==> src/i2css_defs.vh <==
// constants for the i2c slave serial port: register map, fields, reset values
`ifndef I2CSS_DEFS_VH
`define I2CSS_DEFS_VH

// ----------------------------------------------------------------------------
// register byte offsets
// ----------------------------------------------------------------------------
`define I2CSS_OFS_CTRL0 12'h000
`define I2CSS_OFS_CTRL1 12'h004
`define I2CSS_OFS_DATA 12'h008
`define I2CSS_OFS_ADDR 12'h00c
`define I2CSS_OFS_IRQC 12'h010

// ----------------------------------------------------------------------------
// interface_control_zero fields
// ----------------------------------------------------------------------------
`define I2CSS_C0_MODE_HI 7
`define I2CSS_C0_MODE_LO 5
`define I2CSS_C0_EN 1
`define I2CSS_MODE_I2C_SLAVE 3'h6
`define I2CSS_C0_RESET 8'he0
`define I2CSS_C0_WMASK 8'hfe

// ----------------------------------------------------------------------------
// interface_control_one fields
// ----------------------------------------------------------------------------
`define I2CSS_C1_HCF 7
`define I2CSS_C1_ADDRESS_MATCH_FLAG 6
`define I2CSS_C1_HBB 5
`define I2CSS_C1_HTX 4
`define I2CSS_C1_ACK_TO_SEND 3
`define I2CSS_C1_SRW 2
`define I2CSS_C1_WAKE 1
`define I2CSS_C1_ACK_RECEIVED_FLAG 0

// flag defaults, also restored when the interface is switched on
`define I2CSS_HCF_RESET 1'b1
`define I2CSS_ACK_RECEIVED_FLAG_RESET 1'b1

// ----------------------------------------------------------------------------
// other fields and reset values
// ----------------------------------------------------------------------------
`define I2CSS_IRQC_EN 0
`define I2CSS_DATA_RESET 8'h00
`define I2CSS_ADDR_RESET 8'h00
`define I2CSS_BITS_PER_BYTE 4'h8

`endif

==> src/i2css_slave.v <==
// i2c slave serial port: apb register file, pin synchronisers, byte engine
//
// Contract
// - detect start, then set bus busy
// - shift seven address bits, compare own address
// - eighth bit stored as master read flag
// - address match sets flag, raises interrupt
// - drive acknowledge low on ninth clock
// - one interrupt for match and byte done
// - stretch scl until data buffer serviced
// - direction select bit picks transmit or receive
// - bytes are eight bits, msb first
// - receiver drives ack_to_send on ninth clock
// - transmitter records ack; no ack waits stop
// - data buffer feeds transmit, holds received byte
// - own address shares location with spi control
// - address in bits 7..1; bit 0 plain storage
// - byte complete low in transfer, high after
// - stop clears bus busy flag
// - mode value 110 selects i2c slave
//
// Implementation choices: the address map and the APB register port.
`timescale 1ns/1ns
`include "i2css_defs.vh"

module i2css_slave #(
    parameter ADDR_W = 12
) (
    input wire core_clk,
    input wire reset_n,
    input wire psel,
    input wire penable,
    input wire pwrite,
    input wire [ADDR_W-1:0] paddr,
    input wire [31:0] pwdata,
    output reg [31:0] prdata,
    output wire pready,
    output wire pslverr,
    input wire scl_in,
    output wire scl_out,
    output wire scl_oe,
    input wire sda_in,
    output wire sda_out,
    output wire sda_oe,
    output reg serial_irq_req
);

    // ------------------------------------------------------------------------
    // states
    // ------------------------------------------------------------------------
    localparam [6:0] ST_IDLE = 7'h01;
    localparam [6:0] ST_ADDR = 7'h02;
    localparam [6:0] ST_AACK = 7'h04;
    localparam [6:0] ST_HOLD = 7'h08;
    localparam [6:0] ST_DATA = 7'h10;
    localparam [6:0] ST_DACK = 7'h20;
    localparam [6:0] ST_WSTOP = 7'h40;

    // ------------------------------------------------------------------------
    // registers
    // ------------------------------------------------------------------------
    reg [7:0] ctrl0_r;
    reg hcf_r;
    reg address_match_flag_r;
    reg hbb_r;
    reg htx_r;
    reg ack_to_send_r;
    reg srw_r;
    reg wake_r;
    reg ack_received_flag_r;
    reg [7:0] data_r;
    reg [7:0] own_addr_r;
    reg irq_en_r;
    reg [6:0] state_r;
    reg [3:0] cnt_r;
    reg [7:0] shift_r;
    reg sda_drv_r;
    reg scl_s1_r;
    reg scl_s2_r;
    reg scl_s3_r;
    reg sda_s1_r;
    reg sda_s2_r;
    reg sda_s3_r;
    reg active_d_r;
    reg scl_hold_r;

    // ------------------------------------------------------------------------
    // bus decode
    // ------------------------------------------------------------------------
    function [2:0] reg_sel;
        input [ADDR_W-1:0] a;
        begin
            if (a == `I2CSS_OFS_CTRL0) begin
                reg_sel = 3'h1;
            end else if (a == `I2CSS_OFS_CTRL1) begin
                reg_sel = 3'h2;
            end else if (a == `I2CSS_OFS_DATA) begin
                reg_sel = 3'h3;
            end else if (a == `I2CSS_OFS_ADDR) begin
                reg_sel = 3'h4;
            end else if (a == `I2CSS_OFS_IRQC) begin
                reg_sel = 3'h5;
            end else begin
                reg_sel = 3'h0;
            end
        end
    endfunction

    wire [2:0] sel = reg_sel(paddr);
    wire acc = psel & penable;
    wire wr_acc = acc & pwrite;
    wire rd_acc = acc & ~pwrite;
    wire data_wr = wr_acc & (sel == 3'h3);
    wire data_rd = rd_acc & (sel == 3'h3);

    assign pready = 1'b1;
    assign pslverr = acc & (sel == 3'h0);

    wire [7:0] ctrl1_rd = {hcf_r, address_match_flag_r, hbb_r, htx_r, ack_to_send_r, srw_r, wake_r, ack_received_flag_r};

    // read data is staged in the setup cycle so it comes from a flop
    always @(posedge core_clk or negedge reset_n) begin
        if (!reset_n) begin
            prdata <= 32'h00000000;
        end else if (psel & ~penable & ~pwrite) begin
            if (sel == 3'h1) begin
                prdata <= {24'h000000, ctrl0_r};
            end else if (sel == 3'h2) begin
                prdata <= {24'h000000, ctrl1_rd};
            end else if (sel == 3'h3) begin
                prdata <= {24'h000000, data_r};
            end else if (sel == 3'h4) begin
                prdata <= {24'h000000, own_addr_r};
            end else if (sel == 3'h5) begin
                prdata <= {31'h00000000, irq_en_r};
            end else begin
                prdata <= 32'h00000000;
            end
        end
    end

    // ------------------------------------------------------------------------
    // software-owned configuration
    // ------------------------------------------------------------------------
    // the own address location also serves as the spi second control register
    always @(posedge core_clk or negedge reset_n) begin
        if (!reset_n) begin
            ctrl0_r <= `I2CSS_C0_RESET;
            htx_r <= 1'b0;
            ack_to_send_r <= 1'b0;
            wake_r <= 1'b0;
            own_addr_r <= `I2CSS_ADDR_RESET;
            irq_en_r <= 1'b0;
        end else if (wr_acc) begin
            if (sel == 3'h1) begin
                ctrl0_r <= pwdata[7:0] & `I2CSS_C0_WMASK;
            end else if (sel == 3'h2) begin
                htx_r <= pwdata[`I2CSS_C1_HTX];
                ack_to_send_r <= pwdata[`I2CSS_C1_ACK_TO_SEND];
                wake_r <= pwdata[`I2CSS_C1_WAKE];
            end else if (sel == 3'h4) begin
                own_addr_r <= pwdata[7:0];
            end else if (sel == 3'h5) begin
                irq_en_r <= pwdata[`I2CSS_IRQC_EN];
            end
        end
    end

    wire mode_ok = (ctrl0_r[`I2CSS_C0_MODE_HI:`I2CSS_C0_MODE_LO] == `I2CSS_MODE_I2C_SLAVE);
    wire active = mode_ok & ctrl0_r[`I2CSS_C0_EN];
    wire switch_on = active & ~active_d_r;

    // ------------------------------------------------------------------------
    // pin synchronisers and line events
    // ------------------------------------------------------------------------
    always @(posedge core_clk or negedge reset_n) begin
        if (!reset_n) begin
            scl_s1_r <= 1'b1;
            scl_s2_r <= 1'b1;
            scl_s3_r <= 1'b1;
            sda_s1_r <= 1'b1;
            sda_s2_r <= 1'b1;
            sda_s3_r <= 1'b1;
            active_d_r <= 1'b0;
        end else begin
            scl_s1_r <= scl_in;
            scl_s2_r <= scl_s1_r;
            scl_s3_r <= scl_s2_r;
            sda_s1_r <= sda_in;
            sda_s2_r <= sda_s1_r;
            sda_s3_r <= sda_s2_r;
            active_d_r <= active;
        end
    end

    wire scl_rise = scl_s2_r & ~scl_s3_r;
    wire scl_fall = ~scl_s2_r & scl_s3_r;
    wire scl_high = scl_s2_r & scl_s3_r;
    // the slave never makes start itself; any start on the line restarts it
    wire start_ev = scl_high & sda_s3_r & ~sda_s2_r;
    wire stop_ev = scl_high & ~sda_s3_r & sda_s2_r;
    wire [7:0] shift_in = {shift_r[6:0], sda_s2_r};
    wire last_bit = (cnt_r == `I2CSS_BITS_PER_BYTE - 4'h1);
    wire byte_done = (cnt_r == `I2CSS_BITS_PER_BYTE);
    wire addr_hit = (shift_r[6:0] == own_addr_r[7:1]);
    wire release_ev = data_wr | data_rd;

    // ------------------------------------------------------------------------
    // byte engine
    // ------------------------------------------------------------------------
    always @(posedge core_clk or negedge reset_n) begin
        if (!reset_n) begin
            state_r <= ST_IDLE;
            cnt_r <= 4'h0;
            shift_r <= 8'h00;
            sda_drv_r <= 1'b0;
            hcf_r <= `I2CSS_HCF_RESET;
            address_match_flag_r <= 1'b0;
            hbb_r <= 1'b0;
            srw_r <= 1'b0;
            ack_received_flag_r <= `I2CSS_ACK_RECEIVED_FLAG_RESET;
            data_r <= `I2CSS_DATA_RESET;
            serial_irq_req <= 1'b0;
            scl_hold_r <= 1'b0;
        end else begin
            serial_irq_req <= 1'b0;
            scl_hold_r <= 1'b0;
            if (data_wr) begin
                data_r <= pwdata[7:0];
            end
            if (!active) begin
                state_r <= ST_IDLE;
                sda_drv_r <= 1'b0;
                cnt_r <= 4'h0;
            end else if (switch_on) begin
                state_r <= ST_IDLE;
                hcf_r <= `I2CSS_HCF_RESET;
                address_match_flag_r <= 1'b0;
                hbb_r <= 1'b0;
                srw_r <= 1'b0;
                ack_received_flag_r <= `I2CSS_ACK_RECEIVED_FLAG_RESET;
            end else if (start_ev) begin
                hbb_r <= 1'b1;
                address_match_flag_r <= 1'b0;
                sda_drv_r <= 1'b0;
                cnt_r <= 4'h0;
                state_r <= ST_ADDR;
            end else if (stop_ev) begin
                hbb_r <= 1'b0;
                sda_drv_r <= 1'b0;
                state_r <= ST_IDLE;
            end else begin
                case (state_r)
                    ST_ADDR: begin
                        if (scl_rise) begin
                            shift_r <= shift_in;
                            cnt_r <= cnt_r + 4'h1;
                            if (last_bit && addr_hit) begin
                                srw_r <= sda_s2_r;
                                address_match_flag_r <= 1'b1;
                                serial_irq_req <= irq_en_r;
                            end
                        end else if (scl_fall && byte_done) begin
                            if (address_match_flag_r) begin
                                sda_drv_r <= 1'b1;
                                state_r <= ST_AACK;
                            end else begin
                                state_r <= ST_WSTOP;
                            end
                        end
                    end
                    ST_AACK: begin
                        if (scl_fall) begin
                            sda_drv_r <= 1'b0;
                            state_r <= ST_HOLD;
                        end
                    end
                    ST_HOLD: begin
                        // scl is held low here until the buffer is serviced
                        if (release_ev) begin
                            cnt_r <= 4'h0;
                            hcf_r <= 1'b0;
                            address_match_flag_r <= 1'b0;
                            state_r <= ST_DATA;
                            // keep scl low one more cycle so the msb settles first
                            scl_hold_r <= 1'b1;
                            if (htx_r) begin
                                shift_r <= data_wr ? pwdata[7:0] : data_r;
                                sda_drv_r <= data_wr ? ~pwdata[7] : ~data_r[7];
                            end
                        end
                    end
                    ST_DATA: begin
                        if (scl_rise) begin
                            cnt_r <= cnt_r + 4'h1;
                            if (!htx_r) begin
                                shift_r <= shift_in;
                            end
                            if (last_bit) begin
                                hcf_r <= 1'b1;
                                serial_irq_req <= irq_en_r;
                                if (!htx_r) begin
                                    data_r <= shift_in;
                                end
                            end
                        end else if (scl_fall) begin
                            if (byte_done) begin
                                sda_drv_r <= htx_r ? 1'b0 : ~ack_to_send_r;
                                state_r <= ST_DACK;
                            end else if (htx_r) begin
                                shift_r <= {shift_r[6:0], 1'b0};
                                sda_drv_r <= ~shift_r[6];
                            end
                        end
                    end
                    ST_DACK: begin
                        if (scl_rise && htx_r) begin
                            ack_received_flag_r <= sda_s2_r;
                        end else if (scl_fall) begin
                            sda_drv_r <= 1'b0;
                            state_r <= (htx_r && ack_received_flag_r) ? ST_WSTOP : ST_HOLD;
                        end
                    end
                    ST_WSTOP: begin
                        sda_drv_r <= 1'b0;
                    end
                    default: begin
                        state_r <= ST_IDLE;
                    end
                endcase
            end
        end
    end

    // ------------------------------------------------------------------------
    // pin drivers: open drain, only ever pulled low
    // ------------------------------------------------------------------------
    assign scl_out = 1'b0;
    // releasing scl in the cycle that sda changes would give the master no setup time
    assign scl_oe = active & ((state_r == ST_HOLD) | scl_hold_r);
    assign sda_out = 1'b0;
    assign sda_oe = active & sda_drv_r;

endmodule

==> config.mk <==
export PLATFORM = sky130hd
export DESIGN_NAME = i2css_slave
export DESIGN_NICKNAME = d
export VERILOG_FILES = /design/src/i2css_slave.v
export VERILOG_INCLUDE_DIRS = /design/src
export SDC_FILE = /design/constraint.sdc
export NUM_CORES = 1
export LEC_CHECK = 0
export BUFFER_PORTS_ARGS = -buffer_cell sky130_fd_sc_hd__buf_2
export CAP_MARGIN = 20
export CORE_UTILIZATION = 48
export CTS_CLUSTER_DIAMETER = 40
export DETAILED_ROUTE_END_ITERATION = 8
export GPL_TIMING_DRIVEN = 0
export PLACE_DENSITY = 0.75
export SYNTH_ARGS = -nofsm -noshare
export SYNTH_HDL_FRONTEND = slang
export SYNTH_SLANG_ARGS = --single-unit
==> constraint.sdc <==
create_clock -name core_clk -period 2.6 [get_ports core_clk]
set_input_delay 0.65 -clock core_clk [delete_from_list [all_inputs] [get_ports core_clk]]
set_output_delay 0.65 -clock core_clk [all_outputs]
set_load 0.01 [all_outputs]
======== Yosys cells after proc, flatten, opt, wreduce, memory -nomap -nowiden ========
Index checks and enable logic that the tools add are counted.
operators by class
  $add $sub $neg .......................... 1
  equal/unequal tests ..................... 60
  multiplexer cells ....................... 111
  bitwise gates (word level) .............. 38
  reduce and logical (&&, ||, !) cells .... 29
operators by type and width
  cell                 count
  $mux 7               23
  $mux 8               13
  $ne 6x6->1 const B   10
  $mux 1               57
  $ne 5x5->1 const B   9
  $pmux 7 s6           1
  $ne 3x3->1 const B   9
  $eq 12x4->1 const B  2
  $mux 4               6
  $pmux 7 s3           1
  $and 1x1->1          19
  $not 1->1            17
  $ne 4x4->1 const B   4
  $mux 3               5
  $reduce_and 5->1     3
  $eq 12x3->1 const B  1
  $eq 12x5->1 const B  1
  $logic_not 12->1     1
  $ne 2x2->1 const B   6
  $reduce_and 12->1    1
  $reduce_and 6->1     2
  $reduce_and 11->1    1
  $reduce_and 10->1    1
  $reduce_bool 2->1    5
  28 further kinds     41
storage, ports and cells
  register bits ........................... 92
  output and inout port bits .............. 39
  word-level logic and storage cells ...... 265

======== Longest topological paths before layout ========
Gate-level depths: netlist (run 1).
  word-level depth ........................ 17
  mapped depth ............................ 9
  mapped depth without buffers ............ 8

======== Worst setup path after synthesis (run 1) ========
Ideal clock, no wire load.
  path kind ............................... in2reg
  start point ............................. input port paddr[10]
  end point ............................... register shift_r[0]
  setup time .............................. 0.125 ns
  arrival ................................. 2.676 ns
  required time ........................... 2.475 ns
  path slack .............................. -0.201 ns
  cell stages on the path ................. 7
  path buffers ............................ 1
  cell sequence ........................... or4_4 or3_1 buf_2 nor3_4 mux2i_1 o21ai_0 mux2_2
on the way
  longest elaborated chain between the ends .. 12
  elaborated cells on any way between the ends .. 20
  those cells by class .................... eq/ne: 6; mux: 9; bitwise: 3; reduce/logical: 2
ends and longest elaborated chain
  what                          RTL line                              RTL
  start: declaration            i2css_slave.v:34                      input wire [ADDR_W-1:0] paddr,
  $eq 12x5->1 (no source line)  --
  $mux 3                        i2css_slave.v:101                     end else if (a == `I2CSS_OFS_IRQC) begin
  $mux 3                        i2css_slave.v:99                      end else if (a == `I2CSS_OFS_ADDR) begin
  $mux 3                        i2css_slave.v:97                      end else if (a == `I2CSS_OFS_DATA) begin
  $mux 3                        i2css_slave.v:95                      end else if (a == `I2CSS_OFS_CTRL1) begin
  $mux 3 *                      i2css_slave.v:93                      if (a == `I2CSS_OFS_CTRL0) begin
  $eq 3x2->1 *                  i2css_slave.v:113, i2css_slave.v:114
  $and 1x1->1                   i2css_slave.v:113                     wire data_wr = wr_acc & (sel == 3'h3);
  $mux 8                        i2css_slave.v:288                     shift_r <= data_wr ? pwdata[7:0] : data_r;
  $mux 7                        i2css_slave.v:287                     if (htx_r) begin
  $mux 7                        i2css_slave.v:280                     if (release_ev) begin
  $pmux 7 s3                    i2css_slave.v:253                     case (state_r)
  end signal: assignment        i2css_slave.v:256                     shift_r <= shift_in;
  end signal: assignment        i2css_slave.v:288
  end signal: assignment        i2css_slave.v:297                     shift_r <= shift_in;
  end: declaration              i2css_slave.v:76                      reg [7:0] shift_r;
Mark *: on every way between the ends. The rest lies on a longest branch, timed or not. The select of a mux whose other input is x is not followed.
A chain may end at the register's enable or synchronous reset.

======== Worst setup path in the final report (run 1) ========
  start point ............................. input port paddr[10]
  end point ............................... output port pslverr
on the way
  longest elaborated chain between the ends .. 8
  elaborated cells on any way between the ends .. 12
  those cells by class .................... eq/ne: 4; mux: 5; bitwise: 1; reduce/logical: 2
ends and longest elaborated chain
  what                          RTL line           RTL
  $eq 12x5->1 (no source line)  --
  $mux 3                        i2css_slave.v:101
  $mux 3                        i2css_slave.v:99
  $mux 3                        i2css_slave.v:97
  $mux 3                        i2css_slave.v:95
  $mux 3 *                      i2css_slave.v:93
  $logic_not 3->1 *             i2css_slave.v:117  assign pslverr = acc & (sel == 3'h0);
  $and 1x1->1 *                 i2css_slave.v:117
  end: declaration              i2css_slave.v:38   output wire pslverr,
Mark *: on every way between the ends. The rest lies on a longest branch, timed or not.

==> results of run 1 <==
metal layers:
metal,GRT usage [%],part of all wire (%)
met5,0,0
met4,9.231,1.9
met3,5.340,7.1
met2,38.81,49
met1,33.56,42
placed cells by master, fill, tap and decap left out, types with 5 or more instances in the layout:
cell type  synthesis  final
a21oi_1           39     39
buf_2              2     35
buf_4             28     42
clkbuf_1          16     10
clkbuf_8           0      9
conb_1             2     27
dfrtp_1           56     56
dfstp_2           12     12
inv_1             14     14
mux2_2            27     27
mux2i_1           15      9
mux2i_4            0      5
nand2_1           29     29
nand2b_1           5      5
nand3_1            8      8
nand4b_1           5      5
nor2_1            39     37
nor4_1             7      5
o21ai_0           20     15
o221ai_1           7      7
xnor2_1            5      5
xor2_1             8      8
worst reg2reg max path, stage by stage, from the launching register on:
cell and delay [ns]:
dfrtp_1 0.36, clkbuf_1 0.20, or4_4 0.61, nor4_4 0.32, nor4bb_1 0.14, or4_4 0.52, a31oi_1 0.19, o31ai_1 0.09
power by group:
part | internal (W) | total [W] | switching, W
registers | 0.00109 | 0.00110 | 0.0000140
clock network | 0.000459 | 0.000921 | 0.000462
logic | 0.0000845 | 0.000206 | 0.000121
total | 0.00163 | 0.00223 | 0.000597
cells in the mapped netlist, drive strengths merged (8+ instances only):
master,count,area [sq um]
nor4,11,93.84
clkbuf,16,60.06
buf,32,235.2
nand3,9,50.05
mux2,27,304.0
dfrtp,56,1401
o21ai,20,100.1
inv,14,52.55
a21oi,39,195.2
nand2,29,108.9
nor2,39,146.4
xor2,8,70.07
mux2i,15,150.1
dfstp,12,315.3
state kept, by name, indices dropped and copies added, names as in the netlist, 4 cells and up:
signal and cells:
data_r 8, own_addr_r 8, prdata 8, ctrl0_r 7
shift_r 7, state_r 7, cnt_r 4
repair_timing:
action / CTS / global route
resized for setup: 29 / 20
buffers inserted: 9 / 4
hold buffers: 0 / 0
pin swaps: 8 / 5
setup endpoints to repair: 36 / 34
area by class of cell:
| type | instances | share of cell area [%] |
|---|---|---|
| Inverter | 14 | 1.057 |
| Multi-Input combinational cell | 321 | 45.68 |
| Buffer | 43 | 5.688 |
| Timing Repair Buffer | 50 | 6.242 |
| Clock buffer | 9 | 2.492 |
| Sequential cell | 68 | 34.53 |
| Tap cell | 105 | 2.643 |
| Clock inverter | 7 | 1.661 |
cell families (layout without fill, tap and decap cells):
logic type / after synthesis / in the layout
AOI/OAI and AO/OA: 93 / 93
xor gates and xnor gates: 13 / 13
adders and majority gates: 5 / 5
buffers and inverters: 62 / 123
DFF: 68 / 68
muxes: 42 / 42
other: 2 / 27
and+or+nand+nor: 141 / 141
path summary, 6_finish.rpt:
| kind | depth (start not counted) | slack (ns) | to |
|---|---|---|---|
| max in group asynchronous | 1 | 1.65 | serial_irq_req |
| hold / removal | 0 | 0.36 | scl_s2_r |
| setup reg to reg | 7 | 0.05 | sda_drv_r |
| min in group asynchronous | 1 | 0.39 | cnt_r[0] |
| setup / recovery | 6 | -0.06 | pslverr |
| hold reg to reg | 0 | 0.36 | scl_s2_r |
per-stage QoR:
step	setup slack, ns	instance area, sq um
after global placement	-0.5475	4482
after floorplan	-0.1336	4165
after detailed placement	-0.5655	4484
after CTS	-0.1290	4875
final	-0.06012	4971
after global routing	-0.08533	4971
==> flow_summary.rst, run 1 <==
.. list-table::
   :header-rows: 1

   * - Metric
     - Value
   * - DP Cell Count
     - 593
   * - Number of endpoints with negative hold slack in the final report
     - 0
   * - CTS sink cnt
     - 68
   * - Max-slew headroom at the worst pin
     - 33.40%
   * - Vert. Die Dim
     - 94 um
   * - Fin crit period
     - 2.660 ns
   * - Smallest hold slack
     - 0.3572 ns
   * - Post-synthesis sequential area ratio
     - 42.25%
   * - Critical path's slowest cell
     - or4_4
   * - Filler Cells Inserted
     - 689
   * - Post-Route Skew
     - 0.01152 ns
   * - Vias in the first global route
     - 3349
   * - Startpoint-to-endpoint class of the critical path
     - input pin to primary output
   * - Arithmetic-cell share of the synthesized area counting full adders, half adders and majority gates
     - 1.540%
   * - Number of synthesized flops with an enable pin
     - 0
   * - Remaining Overflow, GRT
     - 0
   * - Crit-path max FO
     - 4
   * - Reg-to-Reg Start
     - state_r[2]
   * - Post-synthesis compound-gate area fraction
     - 14.01%
   * - CTS tree
     - built
   * - Clock slew seen by the registers of the worst setup and hold paths
     - 0.08 ns
   * - Launching element type of the critical path
     - input pin
   * - Total core area
     - 8217 sq um
   * - Final TNS setup
     - -0.07313 ns
   * - Clock latency on the worst-skew pair
     - 0.36 ns
   * - Violated checks
     - negative setup slack
   * - Final core utilization
     - 60.50%
   * - Leakage power
     - 2.251 nW
   * - Worst path arrival time
     - 2.01 ns
   * - Outcome
     - complete, but fails checks
   * - Layout cell share with drive strength beyond 1
     - 33.40%
   * - Horiz. Die Dim
     - 94 um
   * - Placement Rows
     - 33
   * - Number of slew-limit violations in the final report
     - 0
   * - Combinational family with the most area after synthesis
     - simple AND/OR/NAND/NOR gates
   * - Setup slack of the critical path after layout
     - -0.06012 ns
   * - DRC violation count after routing
     - 0
   * - Total power divided by cell area
     - 447.9 nW/um^2
   * - Relative area change from synthesis to final layout
     - 22.36%
   * - Worst min-delay path class
     - register to register
   * - Synth cell types
     - 60
   * - Post-Syn Area
     - 4063 sq um
   * - Storage cell area
     - 1717 sq um
   * - Start point of the critical path
     - paddr[10]
   * - Tcrit/Tclk final
     - 102.3%
   * - Largest delay contributor family on the critical path
     - simple AND/OR/NAND/NOR gates
   * - Simple-gate share of the synthesized area
     - 19.46%
   * - Xor/xnor cell area share of the yosys netlist
     - 2.803%
   * - Post-route total power
     - 0.002227 W
   * - Die Footprint
     - 8836 sq um
   * - Maximum level of the CTS H-tree
     - 3
   * - Count of synthesis-stage warnings from yosys
     - 0
   * - Num ports
     - 90
   * - Routed wirelength normalized by instance count
     - 16.96 um
   * - Clk buf depth
     - 2
   * - Unrepaired setup endpoints after global routing
     - yes
   * - Maximum VDD drop
     - 289.9 uV
   * - Final instance count without filler cells
     - 617
   * - Final HPWL DP
     - 7.292 mm
   * - Type of destination of the critical path
     - primary output
   * - Peak Freq
     - 375.9 MHz
   * - Ordered list of cells on the worst path
     - buf_6 > or4_4 > or3_4 > nor2_4 > nor2_2 > buf_2
   * - Top_reg_cell synth
     - dfrtp_1
   * - Worst-margin pin slew
     - 0.9908 ns
   * - Antenna cells
     - 0
   * - Pin count of the biggest net entering global routing
     - 69
   * - Total CTS buffers
     - 9
   * - Number of detailed-routing iterations run before antenna repair
     - 5
   * - Global-route wire length before repair
     - 16.69 mm
   * - DRT iter0 DRCs
     - 368
   * - Async set-or-reset flop fraction in the synthesized netlist
     - 100.0%
   * - Antenna violations before repair
     - 0
   * - #FFs+latches synth
     - 68
   * - Vias
     - 3622
   * - Initial core utilization
     - 49.44%
   * - Area occupied by multi-input gates
     - 2271 sq um
   * - Mean instance size in the synthesized netlist
     - 9.537 sq um
   * - Routability-driven placement congestion ratio
     - 0.9012
   * - Vias per cell
     - 5.870
   * - Total GRT Usage
     - 24.77%
   * - Number of buffers and inverters on the critical path
     - 2
   * - CTS root buf
     - clkbuf_8
   * - Mux contribution to synthesized area
     - 11.18%
   * - Maximum capacitance violations
     - 0
   * - Total Routed Length
     - 10.47 mm
   * - Cells after Synth
     - 426
   * - Start point of the worst min-delay path
     - scl_s1_r
   * - Delay contributed by the slowest stage of the critical path
     - 0.55 ns
   * - Nets
     - 563
   * - Post-route ant nets
     - 0
   * - Final Setup Violations
     - 4
   * - Buffers added on ports
     - 37
   * - Data required, critical path
     - 1.95 ns
Power figures use the tool's default switching activity.
==> run 2: changes to the inputs <==
--- a/config.mk
+++ b/config.mk
@@ -16,3 +16,4 @@
 export SYNTH_ARGS = -nofsm -noshare
 export SYNTH_HDL_FRONTEND = slang
 export SYNTH_SLANG_ARGS = --single-unit
+export TNS_END_PERCENT = 10
==> flow_summary.rst, run 2 (synthesized netlist as in run 1, its figures left out) <==
.. list-table::
   :header-rows: 1

   * - Metric
     - Value
   * - Horiz. Die Dim
     - 94 um
   * - Data required, critical path
     - 1.95 ns
   * - Total power divided by cell area
     - 456.8 nW/um^2
   * - Post-Route Skew
     - 0.01208 ns
   * - Worst min-delay path class
     - register to register
   * - Buffers added on ports
     - 37
   * - Sequential share of power
     - 49.6%
   * - Final core utilization
     - 59.05%
   * - Total internal power
     - 0.001627 W
   * - Ordered list of cells on the worst path
     - buf_6 > or4_4 > or3_1 > buf_6 > nor2_4 > nor2_2 > buf_2
   * - Antenna violations before repair
     - 0
   * - Startpoint-to-endpoint class of the critical path
     - input pin to primary output
   * - Clock slew seen by the registers of the worst setup and hold paths
     - 0.07 ns
   * - Number of detailed-routing iterations run before antenna repair
     - 4
   * - Leakage power
     - 2.202 nW
   * - Crit-path max FO
     - 4
   * - Type of destination of the critical path
     - primary output
   * - Vias per cell
     - 5.643
   * - Final Setup Violations
     - 7
   * - Max-slew headroom at the worst pin
     - 25.28%
   * - Filler Cells Inserted
     - 689
   * - Total Routed Length
     - 9.862 mm
   * - Relative area change from synthesis to final layout
     - 19.43%
   * - NetSw
     - 0.0005894 W
   * - Largest delay contributor family on the critical path
     - simple AND/OR/NAND/NOR gates
   * - Fin crit period
     - 2.721 ns
   * - CTS sink cnt
     - 68
   * - Tcrit/Tclk final
     - 104.6%
   * - Global-route wire length before repair
     - 15.86 mm
   * - Total CTS buffers
     - 9
   * - Unrepaired setup endpoints after global routing
     - yes
   * - DRC violation count after routing
     - 0
   * - Launching element type of the critical path
     - input pin
   * - Vias
     - 3442
   * - Clk buf depth
     - 2
   * - Pin count of the biggest net entering global routing
     - 69
   * - Post-route total power
     - 0.002216 W
   * - Final HPWL DP
     - 7.297 mm
   * - Cell mode on critical path
     - buf_6
   * - Number of buffers and inverters on the critical path
     - 3
   * - CTS root buf
     - clkbuf_8
   * - Worst-margin pin slew
     - 1.112 ns
   * - Routability-driven placement congestion ratio
     - 0.9174
   * - Maximum capacitance violations
     - 0
   * - Number of endpoints with negative hold slack in the final report
     - 0
   * - Maximum VDD drop
     - 363.1 uV
   * - Setup slack of the critical path after layout
     - -0.1206 ns
   * - Critical path's slowest cell
     - or4_4
   * - Most common cell after layout, fill and taps aside
     - dfrtp_1
   * - Die Footprint
     - 8836 sq um
   * - Relative contribution of combinational cells to total power
     - 9.2%
   * - Worst path arrival time
     - 2.07 ns
   * - Vias in the first global route
     - 3199
   * - Antenna cells
     - 0
   * - Initial core utilization
     - 49.44%
   * - Outcome
     - complete, but fails checks
   * - Routed wirelength normalized by instance count
     - 16.17 um
   * - Delay contributed by the slowest stage of the critical path
     - 0.55 ns
   * - Number of slew-limit violations in the final report
     - 0
   * - Vert. Die Dim
     - 94 um
   * - DRT iter0 DRCs
     - 313
   * - Remaining Overflow, GRT
     - 0
   * - Total core area
     - 8217 sq um
   * - Peak Freq
     - 367.6 MHz
   * - Nets
     - 556
   * - Num ports
     - 90
   * - Post-route ant nets
     - 0
   * - Layout cell share with drive strength beyond 1
     - 31.29%
   * - Placement Rows
     - 33
   * - Commonest non-fill, non-tap cells in the layout
     - 56 x dfrtp_1, 39 x a21oi_1, 37 x buf_2, 37 x nor2_1, 31 x buf_4
   * - Portion of total power attributed to the clock network
     - 41.2%
   * - CTS tree
     - built
   * - Switching Fraction
     - 26.59%
   * - Violated checks
     - negative setup slack
   * - Clock latency on the worst-skew pair
     - 0.35 ns
   * - Total GRT Usage
     - 23.40%
   * - Maximum level of the CTS H-tree
     - 3
   * - Hold buffer count at cts
     - 0
   * - Registers with the highest flip-flop counts
     - data_r x8, own_addr_r x8, prdata x8
==> run 2: cell type report <==
class / instances / area, sq um / area share [%]
Buffer: 47 / 307.8 / 6.343
Clock buffer: 9 / 123.9 / 2.553
Clock inverter: 7 / 81.33 / 1.676
Inverter: 14 / 52.55 / 1.083
Multi-Input combinational cell: 321 / 2217 / 45.69
Sequential cell: 68 / 1717 / 35.38
Tap cell: 105 / 131.4 / 2.708
Timing Repair Buffer: 39 / 221.5 / 4.564
==> run 2: power by group through the flow <==
stage          clock (W)  sequential, W  combinational (W)
3_5_place_dp           0        0.00112           0.000198
4_1_cts         0.000928        0.00110           0.000201
6_report        0.000914        0.00110           0.000203
2_1_floorplan          0        0.00113           0.000105
5_1_grt         0.000975        0.00110           0.000228
3_3_place_gp           0        0.00112           0.000194
==> run 2: stage by stage <==
step	setup TNS (ns)	setup slack (ns)	instance area (sq um)	hold WS [ns]	std cells
floorplan	-1.668	-0.1336	4156	0.3452	451
global route	-2.017	-0.1600	4852	0.3617	610
CTS	-1.071	-0.1395	4821	0.3585	610
global placement	-16.40	-0.6112	4473	0.3474	593
detailed placement	-19.43	-0.6656	4476	0.3475	593
finish	-0.2929	-0.1206	4852	0.3579	610
==> run 2: final timing paths <==
check	startpoint	endpoint	slack, ns	cells past startpoint
setup / recovery	paddr[5]	pslverr	-0.12	7
hold / removal	sda_s1_r	sda_s2_r	0.36	0
setup reg to reg	state_r[2]	sda_drv_r	-0.05	7
hold reg to reg	sda_s1_r	sda_s2_r	0.36	0
max in group asynchronous	reset_n	prdata[0]	1.65	1
min in group asynchronous	reset_n	cnt_r[2]	0.40	1
==> run 2: layer usage <==
layer,vias up,share of wire [%],GRT usage [%]
li1,1628,-,-
met1,1684,44,31.91
met2,117,48,36.68
met3,13,5.8,4.045
met4,0,1.6,9.744
met5,-,0,0
==> run 2: what timing repair did <==
action | 4_1_cts | 5_1_grt
setup endpoints to repair | 31 | 38
pin swaps | 8 | 2
buffers inserted | 2 | 0
resized for setup | 26 | 14
